<file path="config.mk">
export PLATFORM = sky130hd
export DESIGN_NAME = adcctl_top
export DESIGN_NICKNAME = d
export VERILOG_FILES = /design/src/rtl/adcctl_pkg.sv /design/src/rtl/adcctl_clkdiv.sv /design/src/rtl/adcctl_top.sv
export SDC_FILE = /design/constraint.sdc
export NUM_CORES = 1
export LEC_CHECK = 0
export ABC_CLOCK_PERIOD_IN_PS = 7500
export BUFFER_PORTS_ARGS = -buffer_cell sky130_fd_sc_hd__buf_2
export CORE_MARGIN = 8
export CORE_UTILIZATION = 48
export DETAILED_ROUTE_END_ITERATION = 16
export PLACE_DENSITY = 0.7
export SKIP_LAST_GASP = 1
export SLEW_MARGIN = 20
export SYNTH_ARGS = -nofsm -noshare
export SYNTH_HDL_FRONTEND = slang
export SYNTH_SLANG_ARGS = --single-unit
</file>
<file path="constraint.sdc">
create_clock -name ref_clk -period 7.5 [get_ports ref_clk]
set_clock_uncertainty 0.15 [all_clocks]
set_input_delay 0 -clock ref_clk [delete_from_list [all_inputs] [get_ports ref_clk]]
set_output_delay 0 -clock ref_clk [all_outputs]
set_load 0.005 [all_outputs]
</file>
<file path="src/rtl/adcctl_pkg.sv">
// constants and types shared by the converter control block
package adcctl_pkg;
    // register indices (not all multiples of four: index kept, byte address = 4 * index)
    localparam logic [7:0] IDX_RES_LOW = 8'h00_c2;
    localparam logic [7:0] IDX_RES_HIGH = 8'h00_c3;
    localparam logic [7:0] IDX_CONTROL_ZERO = 8'h00_e8;
    localparam logic [7:0] IDX_CONV_CTRL_ONE = 8'h00_e1;
    localparam logic [7:0] IDX_CMP_CTRL = 8'h00_e2;
    localparam logic [7:0] IDX_CMP_LOW = 8'h00_e3;
    localparam logic [7:0] IDX_CMP_HIGH = 8'h00_e4;
    localparam logic [7:0] IDX_ACQ_TIME = 8'h00_f2;
    localparam logic [7:0] IDX_PIN_DISC = 8'h00_f6;
    localparam logic [7:0] IDX_IRQ_STATUS = 8'h00_d0;
    localparam logic [7:0] IDX_IRQ_MASK = 8'h00_d1;
    localparam logic [7:0] IDX_SAR_RESULT = 8'h00_d2;
    // reset values
    localparam logic [7:0] RST_CONV_CTRL_ONE = 8'h00_20;
    localparam logic [7:0] RST_BYTE = 8'h00_00;
    // field positions
    localparam int BIT_FLAG = 7;
    localparam int BIT_START = 6;
    localparam int BIT_ENABLE = 0;
    localparam int BIT_EXT_SEL = 1;
    localparam int BIT_CMP_POL = 6;
    localparam int BIT_CMP_EN = 5;
    localparam int BIT_CMP_OUT = 4;
    localparam int BIT_IRQ_DONE = 0;
    localparam int BIT_IRQ_TRIG_LOST = 1;
    // conversion timing: successive approximation bits; channel codes for band-gap and last pin
    localparam logic [3:0] SAR_STEPS = 4'h0_a;
    localparam logic [3:0] CH_BANDGAP = 4'h0_f;
    localparam logic [3:0] CH_LAST_PIN = 4'h0_7;
    // conversion sequencer states
    typedef enum logic [2:0] {
        ADCST_IDLE = 3'b001,
        ADCST_SAMPLE = 3'b010,
        ADCST_CONVERT = 3'b100
    } adcctl_state_t;
endpackage : adcctl_pkg

</file>
<file path="src/rtl/adcctl_clkdiv.sv">
// converter clock tick generator, power-of-two division
`timescale 1ns/10ps
module adcctl_clkdiv #(
    parameter int DIV_W = 3
) (
    // clock and reset
    input wire logic ref_clk,
    input wire logic rst,
    // control
    input wire logic run,
    input wire logic [DIV_W-1:0] divSel,
    // one-cycle tick per converter clock period
    output logic convTick
);
    logic [7:0] cnt_q;
    logic [7:0] limit;

    // divide by 2**divSel; divSel 0 ticks every cycle
    assign limit = 8'((9'h0_01 << divSel) - 9'h0_01);

    always_ff @(posedge ref_clk or posedge rst) begin
        if (rst) begin
            cnt_q <= 8'h0_0;
            convTick <= 1'b0;
        end else if (!run) begin
            cnt_q <= 8'h0_0;
            convTick <= 1'b0;
        end else if (cnt_q >= limit) begin
            cnt_q <= 8'h0_0;
            convTick <= 1'b1;
        end else begin
            cnt_q <= cnt_q + 8'h0_1;
            convTick <= 1'b0;
        end
    end
endmodule : adcctl_clkdiv

</file>
<file path="src/rtl/adcctl_top.sv">
// converter control: APB registers, trigger, sequencer, result and single-threshold compare
`timescale 1ns/10ps
module adcctl_top
    import adcctl_pkg::*;
#(
    parameter int RES_W = 10,
    parameter int PINS = 8
) (
    // clock and reset
    input wire logic ref_clk,
    input wire logic rst,
    // apb slave
    input wire logic psel,
    input wire logic penable,
    input wire logic pwrite,
    input wire logic [11:0] paddr,
    input wire logic [31:0] pwdata,
    input wire logic [3:0] pstrb,
    output logic [31:0] prdata,
    output logic pready,
    output logic pslverr,
    // external trigger
    input wire logic extTriggerPin,
    // port-0 pins, raw and gated
    input wire logic [PINS-1:0] pinRaw,
    output logic [PINS-1:0] pinRead,
    // analog core interface
    output logic convClockTick,
    output logic sampleEnable,
    output logic [3:0] channelSelect,
    output logic [PINS-1:0] analogSwitch,
    output logic bandgapSelect,
    output logic [RES_W-1:0] sarTrial,
    input wire logic sarCompare,
    // interrupt
    output logic irq
);
    import adcctl_pkg::*;

    adcctl_state_t state_q;
    logic [7:0] ctrlOne_q;
    logic [3:0] chanSel_q;
    logic flag_q;
    logic cmpPol_q;
    logic cmpEn_q;
    logic cmpOut_q;
    logic [RES_W-1:0] compareValue_q;
    logic [7:0] acqTime_q;
    logic [PINS-1:0] pinDisable_q;
    logic [RES_W-1:0] convResult_q;
    logic [RES_W-1:0] sar_q;
    logic [8:0] acqCnt_q;
    logic [3:0] bitCnt_q;
    logic trigPrev_q;
    logic [1:0] irqStatus_q;
    logic [1:0] irqMask_q;
    logic convTick;
    logic apbWrite;
    logic apbRead;
    logic [7:0] regIdx;
    logic addrOk;
    logic swStart;
    logic extEdge;
    logic startReq;
    logic busy;
    logic convDone;
    logic [RES_W-1:0] sarNext;
    logic [RES_W-1:0] sarBit;
    logic [7:0] rdByte;
    logic irqClear;
    logic sarStep;
    logic flagClear;

    assign regIdx = paddr[9:2];
    assign addrOk = (paddr[1:0] == 2'b00) && (paddr[11:10] == 2'b00);
    assign apbWrite = psel && penable && pwrite && addrOk && pstrb[0];
    assign apbRead = psel && !penable && !pwrite;
    assign busy = (state_q != ADCST_IDLE);

    assign swStart = apbWrite && regIdx == IDX_CONTROL_ZERO && pwdata[BIT_START];
    assign extEdge = ctrlOne_q[BIT_EXT_SEL] && trigPrev_q && !extTriggerPin;
    // starts gated by busy, flag, enable
    assign startReq = (swStart || extEdge) && !busy && !flag_q && ctrlOne_q[BIT_ENABLE];
    // trial word reaches the core a cycle late; at divider 0 a tick
    // would judge the previous trial, so a step waits for the echo
    assign sarStep = convTick && (sarTrial == sar_q);
    assign convDone = (state_q == ADCST_CONVERT) && sarStep && (bitCnt_q == 4'h0_1);

    always_ff @(posedge ref_clk or posedge rst) begin
        if (rst) begin
            // idle-high level, so reset release makes no false edge
            trigPrev_q <= 1'b1;
        end else begin
            trigPrev_q <= extTriggerPin;
        end
    end

    adcctl_clkdiv #(
        .DIV_W(3)
    ) u_clkdiv (
        .ref_clk(ref_clk),
        .rst(rst),
        .run(busy),
        .divSel(ctrlOne_q[6:4]),
        .convTick(convTick)
    );

    // conversion sequencer
    always_ff @(posedge ref_clk or posedge rst) begin
        if (rst) begin
            state_q <= ADCST_IDLE;
            acqCnt_q <= 9'h0_00;
            bitCnt_q <= 4'h0_0;
        end else begin
            case (state_q)
                ADCST_IDLE: begin
                    if (startReq) begin
                        // acquisition periods = field + 1
                        acqCnt_q <= {1'b0, acqTime_q} + 9'h0_01;
                        state_q <= ADCST_SAMPLE;
                    end
                end
                ADCST_SAMPLE: begin
                    // clearing enable aborts: no flag, no result, unless the last step falls in the cycle the enable bit first reads low
                    if (!ctrlOne_q[BIT_ENABLE]) begin
                        state_q <= ADCST_IDLE;
                    end else if (convTick) begin
                        if (acqCnt_q == 9'h0_01) begin
                            bitCnt_q <= SAR_STEPS;
                            state_q <= ADCST_CONVERT;
                        end
                        acqCnt_q <= acqCnt_q - 9'h0_01;
                    end
                end
                ADCST_CONVERT: begin
                    if (!ctrlOne_q[BIT_ENABLE]) begin
                        state_q <= ADCST_IDLE;
                    end else if (sarStep) begin
                        bitCnt_q <= bitCnt_q - 4'h0_1;
                        if (bitCnt_q == 4'h0_1) begin
                            state_q <= ADCST_IDLE;
                        end
                    end
                end
                default: begin
                    state_q <= ADCST_IDLE;
                end
            endcase
        end
    end

    // successive approximation trial word
    assign sarBit = RES_W'(1) << (bitCnt_q - 4'h0_1);
    assign sarNext = sarCompare ? sar_q : (sar_q & ~sarBit);

    always_ff @(posedge ref_clk or posedge rst) begin
        if (rst) begin
            sar_q <= '0;
        end else if (state_q == ADCST_SAMPLE && convTick && acqCnt_q == 9'h0_01) begin
            sar_q <= RES_W'(1) << (RES_W - 1);
        end else if (state_q == ADCST_CONVERT && sarStep) begin
            if (bitCnt_q > 4'h0_1) begin
                sar_q <= sarNext | (sarBit >> 1);
            end else begin
                sar_q <= sarNext;
            end
        end
    end

    always_ff @(posedge ref_clk or posedge rst) begin
        if (rst) begin
            convResult_q <= '0;
        end else if (convDone) begin
            convResult_q <= sarNext;
        end
    end

    always_ff @(posedge ref_clk or posedge rst) begin
        if (rst) begin
            cmpOut_q <= 1'b0;
        // disabled compare keeps the last output
        end else if (convDone && cmpEn_q) begin
            cmpOut_q <= cmpPol_q ? (sarNext < compareValue_q) : (sarNext >= compareValue_q);
        end
    end

    // only a software write of 0 clears the flag
    assign flagClear = apbWrite && regIdx == IDX_CONTROL_ZERO && !pwdata[BIT_FLAG];

    // flag set wins over software clear
    always_ff @(posedge ref_clk or posedge rst) begin
        if (rst) begin
            flag_q <= 1'b0;
        end else if (convDone) begin
            flag_q <= 1'b1;
        end else if (flagClear) begin
            flag_q <= 1'b0;
        end
    end

    // software-written control registers
    always_ff @(posedge ref_clk or posedge rst) begin
        if (rst) begin
            ctrlOne_q <= RST_CONV_CTRL_ONE;
            chanSel_q <= 4'h0_0;
            cmpPol_q <= 1'b0;
            cmpEn_q <= 1'b0;
            compareValue_q <= '0;
            acqTime_q <= RST_BYTE;
            pinDisable_q <= '0;
            irqMask_q <= 2'b00;
        end else if (apbWrite) begin
            case (regIdx)
                IDX_CONTROL_ZERO: chanSel_q <= pwdata[3:0];
                // reserved bits of control one stay zero
                IDX_CONV_CTRL_ONE: ctrlOne_q <= pwdata[7:0] & 8'h0_73;
                IDX_CMP_CTRL: begin
                    cmpPol_q <= pwdata[BIT_CMP_POL];
                    cmpEn_q <= pwdata[BIT_CMP_EN];
                end
                IDX_CMP_LOW: compareValue_q[1:0] <= pwdata[1:0];
                IDX_CMP_HIGH: compareValue_q[9:2] <= pwdata[7:0];
                // no interlock: software must not change mid-conversion
                IDX_ACQ_TIME: acqTime_q <= pwdata[7:0];
                IDX_PIN_DISC: pinDisable_q <= pwdata[PINS-1:0];
                IDX_IRQ_MASK: irqMask_q <= pwdata[1:0];
                default: begin
                end
            endcase
        end
    end

    // sticky events, write one to clear; new event wins
    assign irqClear = apbWrite && regIdx == IDX_IRQ_STATUS;
    always_ff @(posedge ref_clk or posedge rst) begin
        if (rst) begin
            irqStatus_q <= 2'b00;
        end else begin
            irqStatus_q[BIT_IRQ_DONE] <= convDone ||
                (irqStatus_q[BIT_IRQ_DONE] && !(irqClear && pwdata[BIT_IRQ_DONE]));
            irqStatus_q[BIT_IRQ_TRIG_LOST] <= (extEdge && busy) ||
                (irqStatus_q[BIT_IRQ_TRIG_LOST] && !(irqClear && pwdata[BIT_IRQ_TRIG_LOST]));
        end
    end

    // read mux; unmapped indices read zero
    always_comb begin
        rdByte = 8'h0_0;
        case (regIdx)
            // start bit reads back as busy
            IDX_CONTROL_ZERO: rdByte = {flag_q, busy, 2'b00, chanSel_q};
            IDX_CONV_CTRL_ONE: rdByte = ctrlOne_q;
            IDX_CMP_CTRL: rdByte = {1'b0, cmpPol_q, cmpEn_q, cmpOut_q, 4'h0_0};
            IDX_CMP_LOW: rdByte = {6'h0_0, compareValue_q[1:0]};
            IDX_CMP_HIGH: rdByte = compareValue_q[9:2];
            IDX_RES_LOW: rdByte = {6'h0_0, convResult_q[1:0]};
            IDX_RES_HIGH: rdByte = convResult_q[9:2];
            IDX_ACQ_TIME: rdByte = acqTime_q;
            IDX_PIN_DISC: rdByte = pinDisable_q;
            IDX_IRQ_STATUS: rdByte = {6'h0_0, irqStatus_q};
            IDX_IRQ_MASK: rdByte = {6'h0_0, irqMask_q};
            default: rdByte = 8'h0_0;
        endcase
    end

    // registered apb answer: no wait state, data latched in setup
    always_ff @(posedge ref_clk or posedge rst) begin
        if (rst) begin
            prdata <= 32'h0000_0000;
            pready <= 1'b0;
            pslverr <= 1'b0;
        end else begin
            pready <= psel && !penable;
            // bad address answers with an error and writes nothing
            pslverr <= psel && !penable && !addrOk;
            if (apbRead) begin
                prdata <= {24'h00_0000, rdByte};
            end
        end
    end

    // pin-side and analog outputs, all registered
    always_ff @(posedge ref_clk or posedge rst) begin
        if (rst) begin
            pinRead <= '0;
            convClockTick <= 1'b0;
            sampleEnable <= 1'b0;
            channelSelect <= 4'h0_0;
            analogSwitch <= '0;
            bandgapSelect <= 1'b0;
            sarTrial <= '0;
            irq <= 1'b0;
        end else begin
            pinRead <= pinRaw & ~pinDisable_q;
            convClockTick <= convTick;
            sampleEnable <= (state_q == ADCST_SAMPLE);
            channelSelect <= chanSel_q;
            // channel decode, all cut when disabled
            analogSwitch <= (ctrlOne_q[BIT_ENABLE] && chanSel_q <= CH_LAST_PIN) ?
                PINS'(1) << chanSel_q[2:0] : '0;
            bandgapSelect <= ctrlOne_q[BIT_ENABLE] && (chanSel_q == CH_BANDGAP);
            sarTrial <= sar_q;
            // level output, follows status and mask
            irq <= |(irqStatus_q & irqMask_q);
        end
    end
endmodule : adcctl_top

</file>
After elaboration in Yosys (flattened, before gate mapping)

Cells that the tools add are included.

Bits in read-only memories: 0
Flip-flop bits (word level): 133
Bits of input ports: 63
Output and inout port bits: 68
Bits in latches: 0
Word-level logic and storage cells: 170
Memories: 0
RAM bits: 0

$add $sub $neg: 5
Shift-type cells: 3
Div/mod/pow operators: 0
Reduce and logical (&&, ||, !) cells: 60
Bitwise gates (word level): 6
Muxes and demuxes: 31
Eq/ne operators: 29
Magnitude comparators: 5
$mul: 0

Operator list:

| operator                                          | number |
|---|---|
| == test 8 bit (second input constant)             | 11 |
| case mux 8 bit (11 select lines)                  | 1 |
| two-way mux 10 bit                                | 4 |
| logical AND 1 bit                                 | 30 |
| two-way mux 9 bit                                 | 3 |
| two-way mux 8 bit                                 | 3 |
| two-way mux 3 bit                                 | 7 |
| two-way mux 4 bit                                 | 5 |
| case mux 9 bit (2 select lines)                   | 1 |
| AND reduction 2 bit                               | 8 |
| left shift 1 x 3 -> 8 bit (first input constant)  | 2 |
| bitwise AND 10 bit                                | 1 |
| == test 10 bit                                    | 1 |
| >= comparator 10 bit                              | 1 |
| < comparator 10 bit                               | 1 |
| != test 2 bit (second input constant)             | 5 |
| NOT 10 bit                                        | 1 |
| bitwise OR 10 x 9 -> 10 bit                       | 1 |
| left shift 1 x 4 -> 10 bit (first input constant) | 1 |
| adder 8 x 1 -> 9 bit (second input constant)      | 1 |
| == test 9 x 1 -> 1 bit (second input constant)    | 1 |
| zero test 1 bit                                   | 9 |
| case mux 3 bit (3 select lines)                   | 1 |
| subtractor 9 x 1 -> 9 bit (second input constant) | 1 |
| other kinds (27)                                  | 39 |

Longest topological paths before layout

Depth after elaboration: 12
Gate-level depth with buffers: 13
Depth with buffers taken out: 13

Hierarchy

Synthesis repeated with hierarchy kept, for this count alone.

Cells, all modules: 681
Area, all modules: 6990.5 um^2

Modules (own cells, without submodules):

| module        | instances | seq. area each (um^2) | cells each | area each (um^2) |
|---|---|---|---|---|
| adcctl_top    | 1         | 3106.7                | 619        | 6373.6 |
| adcctl_clkdiv | 1         | 225.2                 | 62         | 616.8 |

Worst setup path after synthesis

OpenSTA, ideal clock, no wires.

Path kind: reg-to-reg
Start: register bitCnt_q[2]
End: register cmpOut_q
Data arrival time: 2.781 ns
Setup time: 0.120 ns
Period minus slack after synthesis: 3.051 ns
Data required time: 7.230 ns
Setup slack: 4.449 ns
Path buffers: 2
Stages on the path, launching flop included: 12
Cells stage by stage: dfrtp_1 -> clkbuf_1 -> nor3_1 -> xnor2_1 -> clkbuf_1 -> a31oi_1 -> ha_1 -> a41o_1 -> a21oi_1 -> o21ai_0 -> or3_1 -> a31o_2

Cells in the longest elaborated chain, start to end: 7
Elaborated cells on any way between the ends: 11
Classes of those cells: add/sub (1); order compare (2); eq/ne (1); shift (1); mux (2); bitwise (2); reduce/logical (2)

RTL lines:

| what                                                        | RTL line          | RTL |
|---|---|---|
| from (decl)                                                 | adcctl_top.sv:53  | `logic [3:0] bitCnt_q;` |
| from (signal assigned)                                      | adcctl_top.sv:139 | `bitCnt_q <= bitCnt_q - 4'h0_1;` |
| subtractor 4 x 1 -> 4 bit *                                 | adcctl_top.sv:153 | `assign sarBit = RES_W'(1) << (bitCnt_q - 4'h0_1);` |
| left shift 1 x 4 -> 10 bit *                                | adcctl_top.sv:153 |  |
| NOT 10 bit *                                                | adcctl_top.sv:154 | `assign sarNext = sarCompare ? sar_q : (sar_q & ~sarBit);` |
| bitwise AND 10 bit *                                        | adcctl_top.sv:154 |  |
| two-way mux 10 bit *                                        | adcctl_top.sv:154 |  |
| named net sarNext[7]                                        | adcctl_top.sv:67  | `logic [RES_W-1:0] sarNext;` |
| >= comparator 10 bit or < comparator 10 bit (tied branches) | adcctl_top.sv:183 | `cmpOut_q <= cmpPol_q ? (sarNext < compareValue_q) : (sarNext >= compareValue_q);` |
| two-way mux 1 bit *                                         | adcctl_top.sv:183 |  |
| to (signal assigned)                                        | adcctl_top.sv:183 |  |
| to (decl)                                                   | adcctl_top.sv:46  | `logic cmpOut_q;` |

Mark *: on every way through the listed nets, which the timed path passes. The rest lies on a longest branch.
A chain may end at the register's enable or synchronous reset.

Final worst setup path

Start: register bitCnt_q[0]
End: register cmpOut_q

Same word-level chain as after synthesis.

==> results.sh <==
export IMPL_hold_viol=0
export IMPL_layout_common_cells="dfrtp_1 (130), buf_2 (79), nand2_1 (53)"
export IMPL_slowest_stage="dfrtp_1"
export IMPL_worst_slew_pin_slew_ns=1.11
export IMPL_crit_family="compound AO/OA/AOI/OAI gates"
export IMPL_syn2layout_area_growth_pct=18.9
export IMPL_placed_cell_area_mm2=0.00753
export IMPL_crit_path_start_kind="flop"
export IMPL_antenna_cells=0
export IMPL_clock_path_buffers=2
export IMPL_post_route_min_period_ns=3.44
export IMPL_setup_viol=0
export IMPL_nets=884
export IMPL_leakagePower_nw=3.79
export IMPL_yosysTopAreaCell="dfrtp_1"
export IMPL_cp_max_fo=6
export IMPL_routed_wl_um=18900
export IMPL_syn_inst=684
export IMPL_clk_latency_ns=0.43
export IMPL_boundaryPins=131
export IMPL_critPathMostFrequentCell="ha_1"
export IMPL_grt_usage_pct=20.7
export IMPL_globalRouteOverflowTotal=0
export IMPL_htreeDepth=4
export IMPL_switching_power_uw=371
export IMPL_ctsResizeCount=0
export IMPL_hold_depth=4
export IMPL_dieWidth_um=137
export IMPL_synth_seq_cells=133
export IMPL_finalSetupTns_ns=0
export IMPL_gp_congestion=0.871
export IMPL_num_rows=44
export IMPL_via_per_inst=5.75
export IMPL_cts_setup_buffers=0
export IMPL_dieArea_mm2=0.0188
export IMPL_portBuffers=79
export IMPL_start_util_pct=48.8
export IMPL_fin_crit_sh_pct=45.8
export IMPL_p_int_mw=1.24
export IMPL_drc=0
export IMPL_ys_types=71
export IMPL_synth_ff_type="dfrtp_1"
export IMPL_rr_worst_depth=11
export IMPL_vias=5680
export IMPL_finalNonFillerCells=988
export IMPL_cts_root_buf="clkbuf_16"
export IMPL_p_comb_share_pct=4.0
export IMPL_antenna_found_initial=0
export IMPL_drive_gt1_share_pct=22.0
export IMPL_syn_area_mm2=0.00706
export IMPL_ant_nets=0
export IMPL_cp_cell_sequence="inv_1 > ha_1 > xor2_1 > nor2_1 > a31oi_1 > ha_1 > a41o_1 > a21oi_1 > o21ai_0 > or3_1 > a31o_2"
export IMPL_synth_seq_area_share_pct=47.2
export IMPL_drv_cap=0
export IMPL_critical_path_arrival_ns=3.60
export IMPL_hpwl_um=13700
export IMPL_critical_path_cell_count=11
export IMPL_final_area_mm2=0.00839
export IMPL_drt_initial_drc_count=502
export IMPL_reg2reg_slack_ns=4.06
export IMPL_cts_made_buffers=17
export IMPL_ir_drop_mv=0.152
export IMPL_slew_headroom_pct=25.1
export IMPL_cp_num_buf_inv=1
export IMPL_fill_cells=1225
export IMPL_max_freq_mhz=291
export IMPL_crit_type="flop to flop"
export IMPL_clk_pin_slew_ns=0.06
export IMPL_yosys_warnings=0
export IMPL_holdCritStartpoint="psel"
export IMPL_grt_pass1_wl_um=30200
export IMPL_whs_endpoint="prdata[5]$_DFFE_PP0P_"
export IMPL_synth_top_area_share_pct=46.1
export IMPL_synth_area_top_cells="dfrtp_1 (46%), mux2_2 (6.5%), ha_1 (5.1%)"
export IMPL_hp_class="input port to flop"
export IMPL_synth_edf_count=0
export IMPL_numPlacedInstances=929
export IMPL_powerDensity_mw_per_mm2=192
export IMPL_tritoncts="done"
export IMPL_rsz0062_at_grt="false"
export IMPL_worstPathRequired_ns=7.67
export IMPL_syn_area_per_cell_um2=10.3
export IMPL_power_mw=1.61
export IMPL_slew_viol_final=0
export IMPL_core_mm2=0.0145
export IMPL_crit_start="bitCnt_q[0]$_DFFE_PP0P_"
export IMPL_dr_pass1_iters=8
export IMPL_async_flop_share_pct=100
export IMPL_worstSetupEndpointType="flop"
export IMPL_die_y_um=137
export IMPL_p_sw_share_pct=23.1
export IMPL_grt_start_max_net_pins=76
export IMPL_reg2reg_from="bitCnt_q[0]$_DFFE_PP0P_"
export IMPL_clkPwrFrac_pct=51.1
export IMPL_pwr_share_seq_pct=44.9
export IMPL_cts_sinks=133
export IMPL_critPathMaxStageDelay_ns=0.42
export IMPL_reg2reg_to="cmpOut_q$_DFFE_PP0P_"
export IMPL_grt_pass1_vias=5737
export IMPL_avgRoutedWirePerCell_um=19.1
export IMPL_status="complete, no violations"
export IMPL_final_common_cell="dfrtp_1"
sequential cells by signal (all words and copies together), names as in the netlist, 2 cells and up:
name	flops
acqCnt_q	9
acqTime_q	8
analogSwitch	8
bitCnt_q	4
chanSel_q	4
channelSelect	4
compareValue_q	10
convResult_q	10
ctrlOne_q	5
irqMask_q	2
irqStatus_q	2
pinDisable_q	8
pinRead	8
prdata	8
sarTrial	10
sar_q	10
state_q	3
u_clkdiv.cnt_q	8
through the flow:
step                hold WS [ns]  utilization [%]  worst slack [ns]
detailed placement       -0.0278             52.0              4.14
global placement         -0.0333             52.0              4.19
global route              0.0479             58.0              3.79
floorplan                 -0.146                -              3.80
CTS                      0.00306             58.0              4.10
finish                    0.0258             58.0              4.06
cell families (layout without fill, tap and decap cells):
group | after synthesis | after routing | synth area share (%)
and+or+nand+nor | 217 | 217 | 17.5
AOI/OAI and AO/OA | 153 | 153 | 14.1
DFF | 133 | 133 | 47.2
buffers and inverters | 79 | 176 | 5.69
muxes | 44 | 44 | 6.96
adders and majority gates | 29 | 29 | 5.14
xor gates and xnor gates | 27 | 27 | 3.35
other | 2 | 25 | 0.106
metal layers:
metal	vias to the layer above	track usage (%)	part of all wire, %	routed length, um
li1	2666	-	-	-
met1	2771	25.9	44	8240
met2	213	34.1	48	9080
met3	30	5.32	6.6	1260
met4	0	7.00	1.7	330
met5	-	0	0	0
Yosys cell counts (4+ instances only):
cell type,count
dfrtp_1,130
nand2_1,53
mux2_2,41
o21ai_0,41
inv_1,33
ha_1,29
a21oi_1,25
nor2_1,25
buf_4,24
nor3_1,18
nand3_1,17
a31oi_1,16
xor2_1,14
clkbuf_1,13
xnor2_1,13
nor2b_1,12
and3_1,11
nand4_1,11
nor4_1,11
o21ai_1,9
o2bb2ai_1,9
a211oi_1,8
a222oi_1,6
and2_1,6
buf_2,6
nand2b_1,6
o21a_1,6
a22oi_1,5
and4_1,5
nor3b_1,5
or3_1,5
a21o_1,4
or3b_2,4
or4_1,4
final cells by class:
type	count	area (um^2)	share of cell area [%]
clock buffer	18	429	5.11
clock inverter	13	150	1.79
inverter	33	126	1.51
multi-input combinational	495	3410	40.7
sequential	133	3330	39.7
tap	184	230	2.74
timing repair buffer	112	713	8.50
worst min-delay path, cell delays in order:
cell and delay [ns]:
buf_2 0.11, or3b_2 0.31, nand2_1 0.08, o21ai_1 0.06
power groups by stage:
stage,Combinational (mW),Clock (mW),Sequential (mW)
4_1_cts,0.0652,0.833,0.722
6_report,0.0647,0.821,0.722
3_3_place_gp,0.0535,0,0.735
2_1_floorplan,0.0376,0,0.736
3_5_place_dp,0.0548,0,0.735
5_1_grt,0.0729,0.864,0.722
worst max-delay path by stage:
| stage | slack (ns) | end |
|---|---|---|
| finish | 4.06 | cmpOut_q$_DFFE_PP0P_ |
| global route | 3.79 | cmpOut_q$_DFFE_PP0P_ |
| CTS | 4.10 | cmpOut_q$_DFFE_PP0P_ |
| detailed placement | 4.14 | cmpOut_q$_DFFE_PP0P_ |
| global placement | 4.19 | cmpOut_q$_DFFE_PP0P_ |
| floorplan | 3.80 | acqCnt_q[0]$_DFFE_PP0P_ |
repair_timing:
item / CTS / global route
hold buffers: 28 / 0
hold endpoints to repair: 132 / 0
endpoints found under the setup margin: 0 / 0
Power figures use the tool's default switching activity.
